==> src/rtl/eur_pkg.sv <==
package eur_pkg;
	// Register byte offsets on the bus
	localparam logic [7:0] EUR_OFS_RCV_STAT = 8'h00;
	localparam logic [7:0] EUR_OFS_RCV_DATA = 8'h04;
	localparam logic [7:0] EUR_OFS_TX_STAT = 8'h08;
	localparam logic [7:0] EUR_OFS_BAUD_CTL = 8'h0c;
	localparam logic [7:0] EUR_OFS_DIV_HI = 8'h10;
	localparam logic [7:0] EUR_OFS_DIV_LO = 8'h14;
	localparam logic [7:0] EUR_OFS_INT_CTL = 8'h18;
	localparam int EUR_ADDR_W = 8;

	// receive_status_control fields
	localparam int EUR_RS_PORT_EN = 7;
	localparam int EUR_RS_NINE = 6;
	localparam int EUR_RS_SREN = 5;
	localparam int EUR_RS_CONTINUOUS_RX_ENABLE = 4;
	localparam int EUR_RS_ADDRESS_DETECT_ENABLE = 3;
	localparam int EUR_RS_FRAMING_ERROR = 2;
	localparam int EUR_RS_OVERRUN_ERROR = 1;
	localparam int EUR_RS_NINTH = 0;
	// transmit_status_control fields
	localparam int EUR_TS_SYNC = 4;
	localparam int EUR_TS_HSPD = 2;
	// baud_control fields
	localparam int EUR_BC_IDLE = 6;
	localparam int EUR_BC_WIDE = 3;
	localparam int EUR_BC_WAKE = 1;
	// int_control fields
	localparam int EUR_IC_IE = 0;
	localparam int EUR_IC_FLAG = 1;

	// Reset values
	localparam logic [7:0] EUR_RST_RCV_STAT = 8'h00;
	localparam logic [7:0] EUR_RST_TX_STAT = 8'h00;
	localparam logic [7:0] EUR_RST_BAUD_CTL = 8'h00;
	localparam logic [7:0] EUR_RST_DIV = 8'h00;

	// Sampling: first phase after the start edge, last data bit numbers and the tick of the mid-bit vote
	localparam logic [3:0] EUR_MID_TICK = 4'h8;
	localparam logic [3:0] EUR_FIRST_PHASE = 4'h1;
	localparam logic [3:0] EUR_LAST_BIT_8 = 4'h7;
	localparam logic [3:0] EUR_LAST_BIT_9 = 4'h8;
	localparam int EUR_PER_W = 18;

	localparam logic [1:0] EUR_HTRANS_NONSEQ = 2'b10;

	typedef enum logic [1:0] {
		EUR_ST_IDLE = 2'b00,
		EUR_ST_START = 2'b01,
		EUR_ST_DATA = 2'b11,
		EUR_ST_STOP = 2'b10
	} eur_state_e;

	typedef struct packed {
		logic port_enable;
		logic rx_nine_bit_enable;
		logic continuous_rx_enable;
		logic address_detect_enable;
		logic sync_mode;
		logic high_speed_baud;
		logic wide_divisor_select;
		logic wakeup_enable;
		logic rx_int_enable;
	} eur_cfg_s;

	typedef struct packed {
		logic [7:0] data;
		logic rx_ninth_bit;
		logic framing_error;
	} eur_char_s;
endpackage

==> src/rtl/eur_rx.sv <==
// Added by the designer: the register addresses and the AHB-Lite register port.
`timescale 1ns/1ps
// Behaviour
// - Sample the line sixteen times per bit; shift one data bit per bit period.
// - Bit rate comes from the divisor, 16-bit with width select set and low byte only otherwise, scaled by speed and width selects.
// - Asynchronous reception only while sync select clear and port enabled.
// - Nine data bits when nine-bit enable set; ninth bit shown in status.
// - Characters accepted only while continuous receive enable is set.
// - Completion sets receive flag; interrupt request when enable also set.
// - Low eight data bits returned by reading the receive data register.
// - Clearing continuous receive enable clears latched reception errors.
// - Address detection applies to nine-bit reception while enabled.
// - Address detect off: every character loaded and flagged while the receive flag is clear and no overrun is latched.
// - While asleep the baud generator halts; no normal reception.
// - Wake-up enable suspends normal reception; receiver idles watching line.
// - Falling edge on the line is the wake-up event while armed.
// - Wake-up event sets the receive-complete flag.
// - Reading receive data register clears the wake-induced flag.
// - First rising edge after wake event clears wake-up enable; reception resumes.
// - Frame is start bit, eight or nine data bits LSB first, one stop bit.
module eur_rx (
	// Clock and reset
	input wire logic hclk,
	input wire logic hresetn,
	// AHB-Lite slave
	input wire logic hsel,
	input wire logic [31:0] haddr,
	input wire logic [1:0] htrans,
	input wire logic hwrite,
	input wire logic [2:0] hsize,
	input wire logic [31:0] hwdata,
	input wire logic hready,
	output logic hreadyout,
	output logic hresp,
	output logic [31:0] hrdata,
	// Serial line and power state
	input wire logic serial_rx_line,
	input wire logic cpu_sleep,
	// Receive interrupt request
	output logic rx_irq
);
	import eur_pkg::*;

	eur_cfg_s cfg_q;
	logic sren_q;
	logic [7:0] div_hi_q;
	logic [7:0] div_lo_q;
	eur_char_s buf_q;
	logic rx_flag_q;
	logic overrun_q;
	eur_state_e state_q;
	logic [3:0] phase_q;
	logic [3:0] bitn_q;
	logic [8:0] shift_q;
	logic [2:0] samp_q;
	logic [EUR_PER_W-1:0] bcnt_q;
	logic rx_prev_q;
	logic woke_q;
	logic [EUR_ADDR_W-1:0] waddr_q;
	logic wr_pend_q;
	logic [31:0] hrdata_q;

	logic acc;
	logic rd_acc;
	logic wr_now;
	logic data_read;
	logic async_on;
	logic rx_run;
	logic tick;
	logic [EUR_PER_W-1:0] n1;
	logic [EUR_PER_W-1:0] per;
	logic [EUR_PER_W-1:0] reload;
	logic vote;
	logic mid;
	logic last_bit;
	logic stop_done;
	logic addr_mode;
	logic [7:0] got_data;
	logic got_ninth;
	logic keep_char;
	logic load_char;
	logic fall;
	logic rise;
	logic wake_set;
	logic wake_done;
	logic [7:0] rcv_stat;
	logic [7:0] tx_stat;
	logic [7:0] baud_ctl;
	logic [7:0] int_ctl;
	logic [31:0] rd_mux;

	// Bus decode: zero-wait slave, always OKAY
	assign acc = hsel & hready & htrans[1];
	assign rd_acc = acc & ~hwrite;
	assign wr_now = wr_pend_q;
	assign data_read = rd_acc & (haddr[EUR_ADDR_W-1:0] == EUR_OFS_RCV_DATA);
	assign hreadyout = 1'b1;
	assign hresp = 1'b0;
	assign hrdata = hrdata_q;

	// Write address is held so the write lands at the end of the data phase
	always_ff @(posedge hclk or negedge hresetn) begin
		if (!hresetn) begin
			wr_pend_q <= 1'b0;
			waddr_q <= '0;
		end else begin
			wr_pend_q <= acc & hwrite;
			if (acc) begin
				waddr_q <= haddr[EUR_ADDR_W-1:0];
			end
		end
	end

	// Configuration registers
	always_ff @(posedge hclk or negedge hresetn) begin
		if (!hresetn) begin
			cfg_q.port_enable <= EUR_RST_RCV_STAT[EUR_RS_PORT_EN];
			cfg_q.rx_nine_bit_enable <= EUR_RST_RCV_STAT[EUR_RS_NINE];
			cfg_q.continuous_rx_enable <= EUR_RST_RCV_STAT[EUR_RS_CONTINUOUS_RX_ENABLE];
			cfg_q.address_detect_enable <= EUR_RST_RCV_STAT[EUR_RS_ADDRESS_DETECT_ENABLE];
			sren_q <= EUR_RST_RCV_STAT[EUR_RS_SREN];
			cfg_q.sync_mode <= EUR_RST_TX_STAT[EUR_TS_SYNC];
			cfg_q.high_speed_baud <= EUR_RST_TX_STAT[EUR_TS_HSPD];
			cfg_q.wide_divisor_select <= EUR_RST_BAUD_CTL[EUR_BC_WIDE];
			cfg_q.rx_int_enable <= 1'b0;
			div_hi_q <= EUR_RST_DIV;
			div_lo_q <= EUR_RST_DIV;
		end else if (wr_now) begin
			case (waddr_q)
				EUR_OFS_RCV_STAT: begin
					cfg_q.port_enable <= hwdata[EUR_RS_PORT_EN];
					cfg_q.rx_nine_bit_enable <= hwdata[EUR_RS_NINE];
					cfg_q.continuous_rx_enable <= hwdata[EUR_RS_CONTINUOUS_RX_ENABLE];
					cfg_q.address_detect_enable <= hwdata[EUR_RS_ADDRESS_DETECT_ENABLE];
					sren_q <= hwdata[EUR_RS_SREN];
				end
				EUR_OFS_TX_STAT: begin
					cfg_q.sync_mode <= hwdata[EUR_TS_SYNC];
					cfg_q.high_speed_baud <= hwdata[EUR_TS_HSPD];
				end
				EUR_OFS_BAUD_CTL: begin
					cfg_q.wide_divisor_select <= hwdata[EUR_BC_WIDE];
				end
				EUR_OFS_DIV_HI: begin
					div_hi_q <= hwdata[7:0];
				end
				EUR_OFS_DIV_LO: begin
					div_lo_q <= hwdata[7:0];
				end
				EUR_OFS_INT_CTL: begin
					cfg_q.rx_int_enable <= hwdata[EUR_IC_IE];
				end
				default: begin
				end
			endcase
		end
	end

	// Wake-up enable: software sets or clears it, hardware clears it after the break
	always_ff @(posedge hclk or negedge hresetn) begin
		if (!hresetn) begin
			cfg_q.wakeup_enable <= EUR_RST_BAUD_CTL[EUR_BC_WAKE];
		end else if (wr_now && waddr_q == EUR_OFS_BAUD_CTL) begin
			cfg_q.wakeup_enable <= hwdata[EUR_BC_WAKE];
		end else if (wake_done) begin
			cfg_q.wakeup_enable <= 1'b0;
		end
	end

	assign async_on = cfg_q.port_enable & ~cfg_q.sync_mode;
	// Normal reception is held off by wake-up mode, sleep, or a latched overrun
	assign rx_run = async_on & cfg_q.continuous_rx_enable & ~cfg_q.wakeup_enable & ~cpu_sleep
		& ~overrun_q;

	// Baud generator: one sampling tick per sixteenth of a bit
	assign n1 = {2'b00, (cfg_q.wide_divisor_select ? div_hi_q : 8'h00), div_lo_q} + 18'd1;
	// Both selects with a tiny divisor clamp to one clock per tick
	always_comb begin
		case ({cfg_q.wide_divisor_select, cfg_q.high_speed_baud})
			2'b00: per = {n1[EUR_PER_W-3:0], 2'b00};
			2'b11: per = (n1[EUR_PER_W-1:2] == '0) ? 18'd1 : {2'b00, n1[EUR_PER_W-1:2]};
			default: per = n1;
		endcase
	end
	assign reload = per - 18'd1;
	assign tick = rx_run & (bcnt_q == '0);

	always_ff @(posedge hclk or negedge hresetn) begin
		if (!hresetn) begin
			bcnt_q <= '0;
		end else if (!rx_run) begin
			bcnt_q <= '0;
		end else if (bcnt_q == '0) begin
			bcnt_q <= reload;
		end else begin
			bcnt_q <= bcnt_q - 18'd1;
		end
	end

	// Sampling shifter and majority vote of three samples around mid-bit
	always_ff @(posedge hclk or negedge hresetn) begin
		if (!hresetn) begin
			samp_q <= 3'h7;
		end else if (tick) begin
			samp_q <= {samp_q[1:0], serial_rx_line};
		end
	end
	assign vote = (samp_q[1] & samp_q[0]) | (samp_q[1] & serial_rx_line) | (samp_q[0] & serial_rx_line);
	assign mid = tick & (phase_q == EUR_MID_TICK);
	assign last_bit = bitn_q == (cfg_q.rx_nine_bit_enable ? EUR_LAST_BIT_9 : EUR_LAST_BIT_8);
	assign stop_done = mid & (state_q == EUR_ST_STOP);

	// Receive state machine
	always_ff @(posedge hclk or negedge hresetn) begin
		if (!hresetn) begin
			state_q <= EUR_ST_IDLE;
			phase_q <= '0;
			bitn_q <= '0;
		end else if (!rx_run) begin
			state_q <= EUR_ST_IDLE;
			phase_q <= '0;
			bitn_q <= '0;
		end else if (tick) begin
			phase_q <= phase_q + 4'h1;
			case (state_q)
				EUR_ST_IDLE: begin
					phase_q <= EUR_FIRST_PHASE;
					if (!serial_rx_line) begin
						state_q <= EUR_ST_START;
					end
				end
				EUR_ST_START: begin
					if (mid) begin
						state_q <= vote ? EUR_ST_IDLE : EUR_ST_DATA;
						bitn_q <= '0;
					end
				end
				EUR_ST_DATA: begin
					if (mid) begin
						bitn_q <= bitn_q + 4'h1;
						if (last_bit) begin
							state_q <= EUR_ST_STOP;
						end
					end
				end
				EUR_ST_STOP: begin
					if (mid) begin
						state_q <= EUR_ST_IDLE;
					end
				end
				default: begin
					state_q <= EUR_ST_IDLE;
				end
			endcase
		end
	end

	// Receive shifter, least significant bit first
	always_ff @(posedge hclk or negedge hresetn) begin
		if (!hresetn) begin
			shift_q <= '0;
		end else if (mid && state_q == EUR_ST_DATA) begin
			shift_q <= {vote, shift_q[8:1]};
		end
	end

	always_comb begin
		if (cfg_q.rx_nine_bit_enable) begin
			got_data = shift_q[7:0];
			got_ninth = shift_q[8];
		end else begin
			got_data = shift_q[8:1];
			got_ninth = 1'b0;
		end
	end

	assign addr_mode = cfg_q.address_detect_enable & cfg_q.rx_nine_bit_enable;
	assign keep_char = ~addr_mode | got_ninth;
	assign load_char = stop_done & keep_char & ~rx_flag_q;

	// Receive buffer
	always_ff @(posedge hclk or negedge hresetn) begin
		if (!hresetn) begin
			buf_q <= '0;
		end else if (load_char) begin
			buf_q.data <= got_data;
			buf_q.rx_ninth_bit <= got_ninth;
			buf_q.framing_error <= ~vote;
		end else if (!cfg_q.continuous_rx_enable) begin
			buf_q.framing_error <= 1'b0;
		end
	end

	// Overrun: a kept character completes while the buffer is still full
	always_ff @(posedge hclk or negedge hresetn) begin
		if (!hresetn) begin
			overrun_q <= 1'b0;
		end else if (!cfg_q.continuous_rx_enable) begin
			overrun_q <= 1'b0;
		end else if (stop_done && keep_char && rx_flag_q) begin
			overrun_q <= 1'b1;
		end
	end

	// Wake-up: falling edge arms, following rising edge finishes
	assign fall = rx_prev_q & ~serial_rx_line;
	assign rise = ~rx_prev_q & serial_rx_line;
	assign wake_set = async_on & cfg_q.wakeup_enable & ~woke_q & fall;
	assign wake_done = async_on & cfg_q.wakeup_enable & woke_q & rise;

	always_ff @(posedge hclk or negedge hresetn) begin
		if (!hresetn) begin
			// Reset to the idle level so no false edge follows reset
			rx_prev_q <= 1'b1;
			woke_q <= 1'b0;
		end else begin
			rx_prev_q <= serial_rx_line;
			if (!cfg_q.wakeup_enable || !async_on || wake_done) begin
				woke_q <= 1'b0;
			end else if (wake_set) begin
				woke_q <= 1'b1;
			end
		end
	end

	// Receive-complete flag: a new set wins over a read in the same cycle
	always_ff @(posedge hclk or negedge hresetn) begin
		if (!hresetn) begin
			rx_flag_q <= 1'b0;
		end else if (load_char || wake_set) begin
			rx_flag_q <= 1'b1;
		end else if (data_read) begin
			rx_flag_q <= 1'b0;
		end
	end

	assign rx_irq = rx_flag_q & cfg_q.rx_int_enable;

	// Read views
	assign rcv_stat = {cfg_q.port_enable, cfg_q.rx_nine_bit_enable, sren_q, cfg_q.continuous_rx_enable,
		cfg_q.address_detect_enable, buf_q.framing_error, overrun_q, buf_q.rx_ninth_bit};
	assign tx_stat = {3'b000, cfg_q.sync_mode, 1'b0, cfg_q.high_speed_baud, 2'b00};
	assign baud_ctl = {1'b0, (state_q == EUR_ST_IDLE), 1'b0, 1'b0, cfg_q.wide_divisor_select, 1'b0,
		cfg_q.wakeup_enable, 1'b0};
	assign int_ctl = {6'h00, rx_flag_q, cfg_q.rx_int_enable};

	always_comb begin
		case (haddr[EUR_ADDR_W-1:0])
			EUR_OFS_RCV_STAT: rd_mux = {24'h000000, rcv_stat};
			EUR_OFS_RCV_DATA: rd_mux = {24'h000000, buf_q.data};
			EUR_OFS_TX_STAT: rd_mux = {24'h000000, tx_stat};
			EUR_OFS_BAUD_CTL: rd_mux = {24'h000000, baud_ctl};
			EUR_OFS_DIV_HI: rd_mux = {24'h000000, div_hi_q};
			EUR_OFS_DIV_LO: rd_mux = {24'h000000, div_lo_q};
			EUR_OFS_INT_CTL: rd_mux = {24'h000000, int_ctl};
			default: rd_mux = 32'h00000000;
		endcase
	end

	// Read data is captured at the address phase and stands through the data phase
	always_ff @(posedge hclk or negedge hresetn) begin
		if (!hresetn) begin
			hrdata_q <= 32'h00000000;
		end else if (rd_acc) begin
			hrdata_q <= rd_mux;
		end
	end
endmodule

==> config.mk <==
export PLATFORM = sky130hd
export DESIGN_NAME = eur_rx
export DESIGN_NICKNAME = d
export VERILOG_FILES = /design/src/rtl/eur_pkg.sv /design/src/rtl/eur_rx.sv
export SDC_FILE = /design/constraint.sdc
export NUM_CORES = 1
export LEC_CHECK = 0
export BUFFER_PORTS_ARGS = -buffer_cell sky130_fd_sc_hd__buf_2
export CAP_MARGIN = 20
export CORE_MARGIN = 2
export CORE_UTILIZATION = 30
export CTS_CLUSTER_DIAMETER = 50
export CTS_CLUSTER_SIZE = 20
export DETAILED_ROUTE_END_ITERATION = 10
export HOLD_SLACK_MARGIN = 0.08
export PLACE_DENSITY = 0.59
export SLEW_MARGIN = 20
export SYNTH_ARGS = -nofsm -noshare
export SYNTH_HDL_FRONTEND = slang
export SYNTH_SLANG_ARGS = --single-unit
==> constraint.sdc <==
create_clock -name hclk -period 6.14 [get_ports hclk]
set_input_delay 1.228 -clock hclk [delete_from_list [all_inputs] [get_ports hclk]]
set_output_delay 1.228 -clock hclk [all_outputs]
set_load 0.02 [all_outputs]
==> results of run 1 <==
==> synth_stat cells (5+ instances only) <==
master    number  area share [%]
nand4b_1       6            0.86
nand3_1       27             2.2
a31oi_1        8            0.82
clkbuf_1      23             1.4
dfrtp_1       93              38
o21ai_0       46             3.8
and2_1         5            0.51
nor2_1        55             3.4
and4_1         5            0.72
nor4_1         5            0.51
a221oi_1       9             1.3
nor3_1        12            0.98
buf_4         30             3.7
nand4_1        8            0.82
ha_1           7             1.4
mux2_2        43             7.9
xor2_1         6            0.86
nand2_1       59             3.6
buf_2          7            0.57
nand2b_1       9            0.92
nor4_2         6             1.2
a21oi_1       32             2.6
nor2b_1        7            0.72
inv_1         13            0.80
or3_1          7            0.72
mux2i_1       15             2.5
xnor2_1       17             2.4
a22o_1         5            0.72
and3_1         8            0.82
==> report_power, final <==
| part | total [mW] | internal (mW) | leakage, nW | switching [mW] |
|---|---|---|---|---|
| clock network | 0.588 | 0.323 | 0.146 | 0.266 |
| logic | 0.619 | 0.236 | 1.35 | 0.382 |
| registers | 0.728 | 0.677 | 1.26 | 0.0517 |
| total | 1.94 | 1.24 | 2.76 | 0.700 |
==> layout make-up <==
cell class,instances,area share (%)
timing repair buffer,37,3.00
multi-input combinational,509,50.5
clock inverter,6,1.13
clock buffer,10,3.43
inverter,14,0.788
sequential,96,36.1
tap,270,5.07
==> through the flow <==
step           area [µm²]  power [mW]  utilization (%)  hold WS, ns  std cells
3_5_place_dp         6360        1.36             31.7        0.469        926
3_3_place_gp         6360        1.35             31.7        0.465        926
5_1_grt              6670        2.05             33.2        0.508        942
6_report             6670        1.94             33.2        0.484        942
4_1_cts              6670        1.94             33.2        0.485        942
2_1_floorplan        6200        1.23                -        0.450        683
==> routing by layer <==
| layer | GRT usage, % | wire length, µm |
|---|---|---|
| met3 | 1.86 | 483 |
| met1 | 20.6 | 7330 |
| met2 | 22.0 | 6940 |
| met4 | 5.63 | 282 |
| met5 | 0 | 0 |
==> worst max path at each step <==
stage | cells after the start | slack (ns) | from | endpoint
floorplan | 17 | 2.84 | div_lo_q[0] | bcnt_q[14]
global placement | 14 | 1.99 | div_lo_q[0] | bcnt_q[12]
detailed placement | 15 | 1.98 | div_lo_q[0] | bcnt_q[16]
CTS | 15 | 1.95 | div_lo_q[0] | bcnt_q[16]
global route | 15 | 1.53 | div_lo_q[1] | bcnt_q[16]
finish | 15 | 1.88 | div_lo_q[0] | bcnt_q[16]
==> flip-flops by register name, indices dropped and copies added (netlist names), 2 cells and up <==
name / flops
state_q: 2
bcnt_q: 18
samp_q: 2
div_lo_q: 8
bitn_q: 4
cfg_q: 7
phase_q: 4
div_hi_q: 8
hrdata: 8
baud_ctl: 2
buf_q: 10
waddr_q: 8
shift_q: 9
==> cells by family after synthesis <==
logic type	Yosys count	share of synthesized area, %
adders and majority gates	8	1.60
other	2	0.123
AOI/OAI and AO/OA	144	15.5
muxes	58	10.4
DFF	96	39.4
xor gates and xnor gates	23	3.30
and+or+nand+nor	250	22.7
buffers and inverters	78	7.02
==> critical path: cells and delay by family (launching register included) <==
kind,cells,cell delay (ns)
compound gates,4,0.68
flops,1,0.48
simple gates,7,1.83
fa+ha+maj,2,0.87
xor+xnor,1,0.13
buf+inv,1,0.16
==> flow_summary_export.csv, run 1 <==
group,metric,value,unit
status,status,"finished, final reports clean",
logic_synthesis,syn_area,6110,µm²
floorplanning,num_rows,52,
detailed_routing,vias_per_cell,5.17,
worst_setup_path,critPathRequiredTime,6.38,ns
logic_synthesis,postSynthAreaPerCell,9.28,µm²
placement,io_buffers,32,
logic_synthesis,ys_warn_count,0,
timing,max_slew.worst_pin.slew,0.858,ns
logic_synthesis,synthCells,659,
final_layout,final_cell_mix,"dfrtp_1, nand2_1, nor2_1",
grt,grt_pass1_wl,24.8,mm
worst_setup_path,reg2reg_depth,15,
clock_network,postCtsHoldBufs,0,
final_layout,fill_cells,2145,
detailed_routing,drt_iter0_markers,405,
logic_synthesis,synth_async_sr_flop_share,100,%
logic_synthesis,synth_cell_types,78,
hold_path,hp-class,"reg -> reg",
grt,grt_usage,14.4,%
final_layout,drive_gt1_share,17.9,%
floorplanning,core_area,20100,µm²
worst_setup_path,crit_path_cell_trace,"ha_1, inv_2, nor4_2, a21oi_1, or2_1, nor4_2, a31oi_1, o31a_1, ha_1, nand2b_1, a2111oi_0, and4_1, nand4b_1, xnor2_1, nor2_1",
logic_synthesis,ys.flop_type,"dfrtp_1",
grt,antenna_found_initial,0,
clock_network,cts_resized,0,
worst_setup_path,cp_slowest_cell,"ha_1",
hold_path,holdPathStages,2,
detailed_routing,antenna_left,0,
grt,grt_pass1_vias,4679,
clock_network,cts_num_sinks,96,
worst_setup_path,r2r_slack,1.88,ns
power_and_ir_drop,peakVddDrop,0.152,mV
power_and_ir_drop,p_leak,2.76,nW
final_layout,area_growth_syn_to_layout,9.09,%
logic_synthesis,synth-seq-cells,96,
detailed_routing,wire_per_inst,16.0,µm
clock_network,cts_buffers,9,
clock_network,cts_root_buffer,"clkbuf_16",
detailed_routing,vias,4868,
timing,rsz0062_at_grt,"false",
logic_synthesis,synth_edf_count,0,
clock_network,clk_latency,0.36,ns
floorplanning,ios,111,
job,drv_cap,0,
grt,grt_max_degree,68,
timing,worst_slack,1.88,ns
clock_network,cts_tree,"yes",
clock_network,cts.htree.levels,3,
hold_path,hp-start,"hrdata[1]",
worst_setup_path,r2r-start,"div_lo_q[0]",
power_and_ir_drop,powerDensity,290,nW/µm²
hold_path,hold_path_end,"hrdata[1]",
clock_network,post_cts_buffers,0,
clock_network,cts_max_path_buffers,2,
floorplanning,dieArea,21500,µm²
placement,hpwl,11.0,mm
floorplanning,die_x,147,µm
clock_network,cts.clk_slew.worst_paths,0.07,ns
timing,relSlewSlack,42.8,%
detailed_routing,firstDrtPassIters,4,
detailed_routing,drcViolationCount,0,
placement,pre_cts_slack,1.98,ns
final_layout,mostFrequentLayoutCell,"dfrtp_1",
final_layout,multi_input_area,3370,µm²
floorplanning,start_util,30.4,%
timing,post-route-period-util,69.4,%
final_layout,regArea,2410,µm²
worst_setup_path,path_class,"reg -> reg",
timing,setup_viol,0,
placement,gp_congestion,0.827,
worst_setup_path,cp_max_fo,18,
timing,finClkSkew,0.00900,ns
logic_synthesis,seq_area_frac_synth,39.4,%
floorplanning,die_h,147,µm
worst_setup_path,critPathArrivalTime,4.50,ns
timing,hold_violations,0,
timing,final_max_slew_viol_count,0,
worst_setup_path,cpPeakStageDelay,0.65,ns
final_layout,antennaDiodeCount,0,
worst_setup_path,regToRegEndpoint,"bcnt_q[16]",
timing,min_period,4.26,ns
worst_setup_path,start_kind,"flop",
final_layout,finish.net_count,750,
grt,grt_overflow,0,
timing,max_freq,235,MHz
worst_setup_path,worst_setup_path_end_kind,"flop",
detailed_routing,wirelength,15.0,mm
timing,finalSetupTns,0,ns
(Power assumes the default switching activity.)
==> inputs of run 2 (changes only) <==
--- a/config.mk
+++ b/config.mk
@@ -5,6 +5,7 @@
 export SDC_FILE = /design/constraint.sdc
 export NUM_CORES = 1
 export LEC_CHECK = 0
+export ABC_AREA = 1
 export BUFFER_PORTS_ARGS = -buffer_cell sky130_fd_sc_hd__buf_2
 export CAP_MARGIN = 20
 export CORE_MARGIN = 2
==> constraint.sdc (replaced) <==
create_clock -name hclk -period 4.4 [get_ports hclk]
set_input_delay 0.88 -clock hclk [delete_from_list [all_inputs] [get_ports hclk]]
set_output_delay 0.88 -clock hclk [all_outputs]
set_load 0.02 [all_outputs]
==> flow_summary_export.csv, run 2 <==
group,metric,value,unit
power_and_ir_drop,peakVddDrop,0.216,mV
grt,grt_pass1_wl,24.8,mm
timing,max_slew.worst_pin.slew,0.935,ns
detailed_routing,wirelength,14.9,mm
worst_setup_path,critPathBufInv,4,
clock_network,cts.clk_slew.worst_paths,0.07,ns
logic_synthesis,synth_top_cell_by_area,"dfrtp_1",
final_layout,drive_gt1_share,13.4,%
clock_network,postCtsHoldBufs,0,
worst_setup_path,crit_path_cell_trace,"inv_1, ha_1, inv_2, nand2_1, inv_1, nand2_1, nand2_1, nor2_1, nand2_1, nand2_2, nand3_2, nor2_4, nand3_2, nor2_4, inv_2, o21ai_1, nor2_1",
detailed_routing,wire_per_inst,13.0,µm
logic_synthesis,ys_warn_count,0,
placement,io_buffers,32,
final_layout,area_growth_syn_to_layout,10.0,%
floorplanning,die_x,147,µm
timing,finClkSkew,0.0125,ns
logic_synthesis,synth_top_area_share,38.1,%
worst_setup_path,cpPeakStageDelay,0.68,ns
final_layout,reg_top3,"bcnt_q x18, buf_q x10, shift_q x9",
floorplanning,dieArea,21500,µm²
placement,pre_cts_slack,1.11,ns
logic_synthesis,synth-seq-cells,96,
worst_setup_path,critPathArrivalTime,3.59,ns
logic_synthesis,seq_area_frac_synth,39.4,%
grt,grt_overflow,0,
hold_path,hp-class,"reg -> reg",
timing,final_max_slew_viol_count,0,
final_layout,multi_input_area,3140,µm²
final_layout,finish.net_count,949,
final_layout,top_register,"bcnt_q",
grt,grt_usage,14.3,%
timing,min_period,3.34,ns
logic_synthesis,netlist_top_cells_area,"dfrtp_1, nand2_1, nand3_1",
grt,antenna_found_initial,0,
floorplanning,die_h,147,µm
logic_synthesis,postSynthAreaPerCell,7.29,µm²
clock_network,cts.htree.levels,3,
power_and_ir_drop,internal-power,1.75,mW
timing,worst_slack,1.06,ns
logic_synthesis,yosysMostFrequentCell,"nand2_1",
detailed_routing,vias,5322,
placement,gp_congestion,0.882,
power_and_ir_drop,clockPowerShare,23.9,%
timing,max_freq,299,MHz
clock_network,cts_num_sinks,96,
timing,post-route-period-util,76.0,%
grt,grt_max_degree,75,
detailed_routing,drcViolationCount,0,
final_layout,stdcell_area,6720,µm²
worst_setup_path,start_kind,"flop",
clock_network,cts_root_buffer,"clkbuf_16",
clock_network,cts_tree,"yes",
clock_network,cts_buffers,9,
clock_network,clk_latency,0.36,ns
worst_setup_path,worst_path_most_repeated_cell,"nand2_1",
timing,rsz0062_at_grt,"false",
clock_network,post_cts_buffers,0,
detailed_routing,vias_per_cell,4.66,
timing,setup_viol,0,
status,status,"finished, final reports clean",
logic_synthesis,synth_cell_types,49,
timing,hold_ws,0.484,ns
logic_synthesis,synthCells,838,
power_and_ir_drop,p_comb_share,44.1,%
clock_network,cts_max_path_buffers,2,
floorplanning,num_rows,52,
worst_setup_path,cp_max_fo,18,
power_and_ir_drop,powerDensity,456,nW/µm²
worst_setup_path,critPathTopFamily,"simple AND/OR/NAND/NOR gates",
logic_synthesis,syn_area,6110,µm²
detailed_routing,drt_iter0_markers,371,
job,drv_cap,0,
grt,grt_pass1_vias,5041,
logic_synthesis,synth_edf_count,0,
worst_setup_path,path_class,"reg -> reg",
logic_synthesis,synth_async_sr_flop_share,100,%
power_and_ir_drop,p_sw_share,42.8,%
placement,hpwl,11.2,mm
worst_setup_path,critPathRequiredTime,4.64,ns
timing,relSlewSlack,37.7,%
final_layout,largest_reg_flops,18,
final_layout,regArea,2410,µm²
floorplanning,ios,111,
detailed_routing,firstDrtPassIters,5,
final_layout,antennaDiodeCount,0,
final_layout,mostFrequentLayoutCell,"nand2_1",
clock_network,cts_resized,0,
worst_setup_path,worst_setup_path_end_kind,"flop",
floorplanning,core_area,20100,µm²
logic_synthesis,ys.flop_type,"dfrtp_1",
power_and_ir_drop,p_leak,3.59,nW
power_and_ir_drop,seqPwrFrac,32.0,%
placement,placed_area,6450,µm²
final_layout,final_cell_mix,"nand2_1, dfrtp_1, inv_1, nor2_1, nand3_1",
final_layout,utilization,33.4,%
timing,finalSetupTns,0,ns
detailed_routing,antenna_left,0,
timing,hold_violations,0,
final_layout,fill_cells,2178,
power_and_ir_drop,switchingPower,1.31,mW
logic_synthesis,yosys-top-cells-count,"nand2_1, dfrtp_1, inv_1, nor2_1, nand3_1",
worst_setup_path,cp_slowest_cell,"dfrtp_1",
floorplanning,start_util,30.4,%
-- run 2: cell count changes after synthesis, moves of 9 or more --
cell      change
nor2_1       +34
inv_1        +76
mux2_2       -32
o21ai_0      +27
mux2i_1       -9
xnor2_1      -15
clkbuf_1     -13
nor2_2        +9
a221oi_1      -9
nand2b_1      -9
nand2_1     +143
nand3_1      +51
-- run 2: cell families after synthesis --
group / Yosys count / synth area share, %
AND/OR/NAND/NOR: 440 / 32.6
AO/OA/AOI/OAI: 128 / 11.8
flip-flops: 96 / 39.4
buffers and inverters: 142 / 10.9
multiplexers: 17 / 3.01
other: 2 / 0.123
adder cells (fa/ha/maj): 7 / 1.43
XOR/XNOR: 6 / 0.860
-- run 2: path summary, 6_finish.rpt --
kind,start,to,slack [ns],depth (start not counted)
max reg2reg,baud_ctl[3],bcnt_q[12],1.06,17
max,baud_ctl[3],bcnt_q[12],1.06,17
min in group asynchronous,hresetn,hrdata[3],0.65,1
min reg2reg,hrdata[1],hrdata[1],0.48,2
max in group asynchronous,hresetn,samp_q[0],2.80,2
min,hrdata[1],hrdata[1],0.48,2
-- run 2: final cells by class --
class / count / area share, %
Tap cell: 270 / 5.02
Timing Repair Buffer: 38 / 3.09
Clock inverter: 5 / 0.595
Inverter: 97 / 5.41
Sequential cell: 96 / 35.8
Multi-Input combinational cell: 624 / 46.6
Clock buffer: 11 / 3.46
-- run 2: power groups by stage --
stage                     combinational, mW  sequential [mW]  clock (mW)
after CTS                              1.35            0.981       0.759
after detailed placement               1.34            0.997           0
after floorplan                        1.12            0.976           0
after global placement                 1.33            0.996           0
after global routing                   1.54            0.987       0.795
final                                  1.35            0.981       0.733
-- run 2: per-stage QoR --
step | std cells | power, mW
2_1_floorplan | 862 | 2.10
3_3_place_gp | 1125 | 2.33
3_5_place_dp | 1125 | 2.34
4_1_cts | 1141 | 3.09
5_1_grt | 1141 | 3.33
6_report | 1141 | 3.07
-- run 2: routing by layer --
| metal | GRT usage [%] | vias up | routed length (µm) |
|---|---|---|---|
| met4 | 5.15 | 0 | 243 |
| met3 | 2.95 | 17 | 638 |
| li1 | - | 2756 | - |
| met2 | 22.7 | 114 | 6860 |
| met5 | 0 | - | 0 |
| met1 | 19.5 | 2435 | 7120 |
-- run 2: worst min-delay path: stages (launching register included) --
cell	delay [ns]
dfrtp_1	0.34
nand2_1	0.05
o21ai_0	0.06
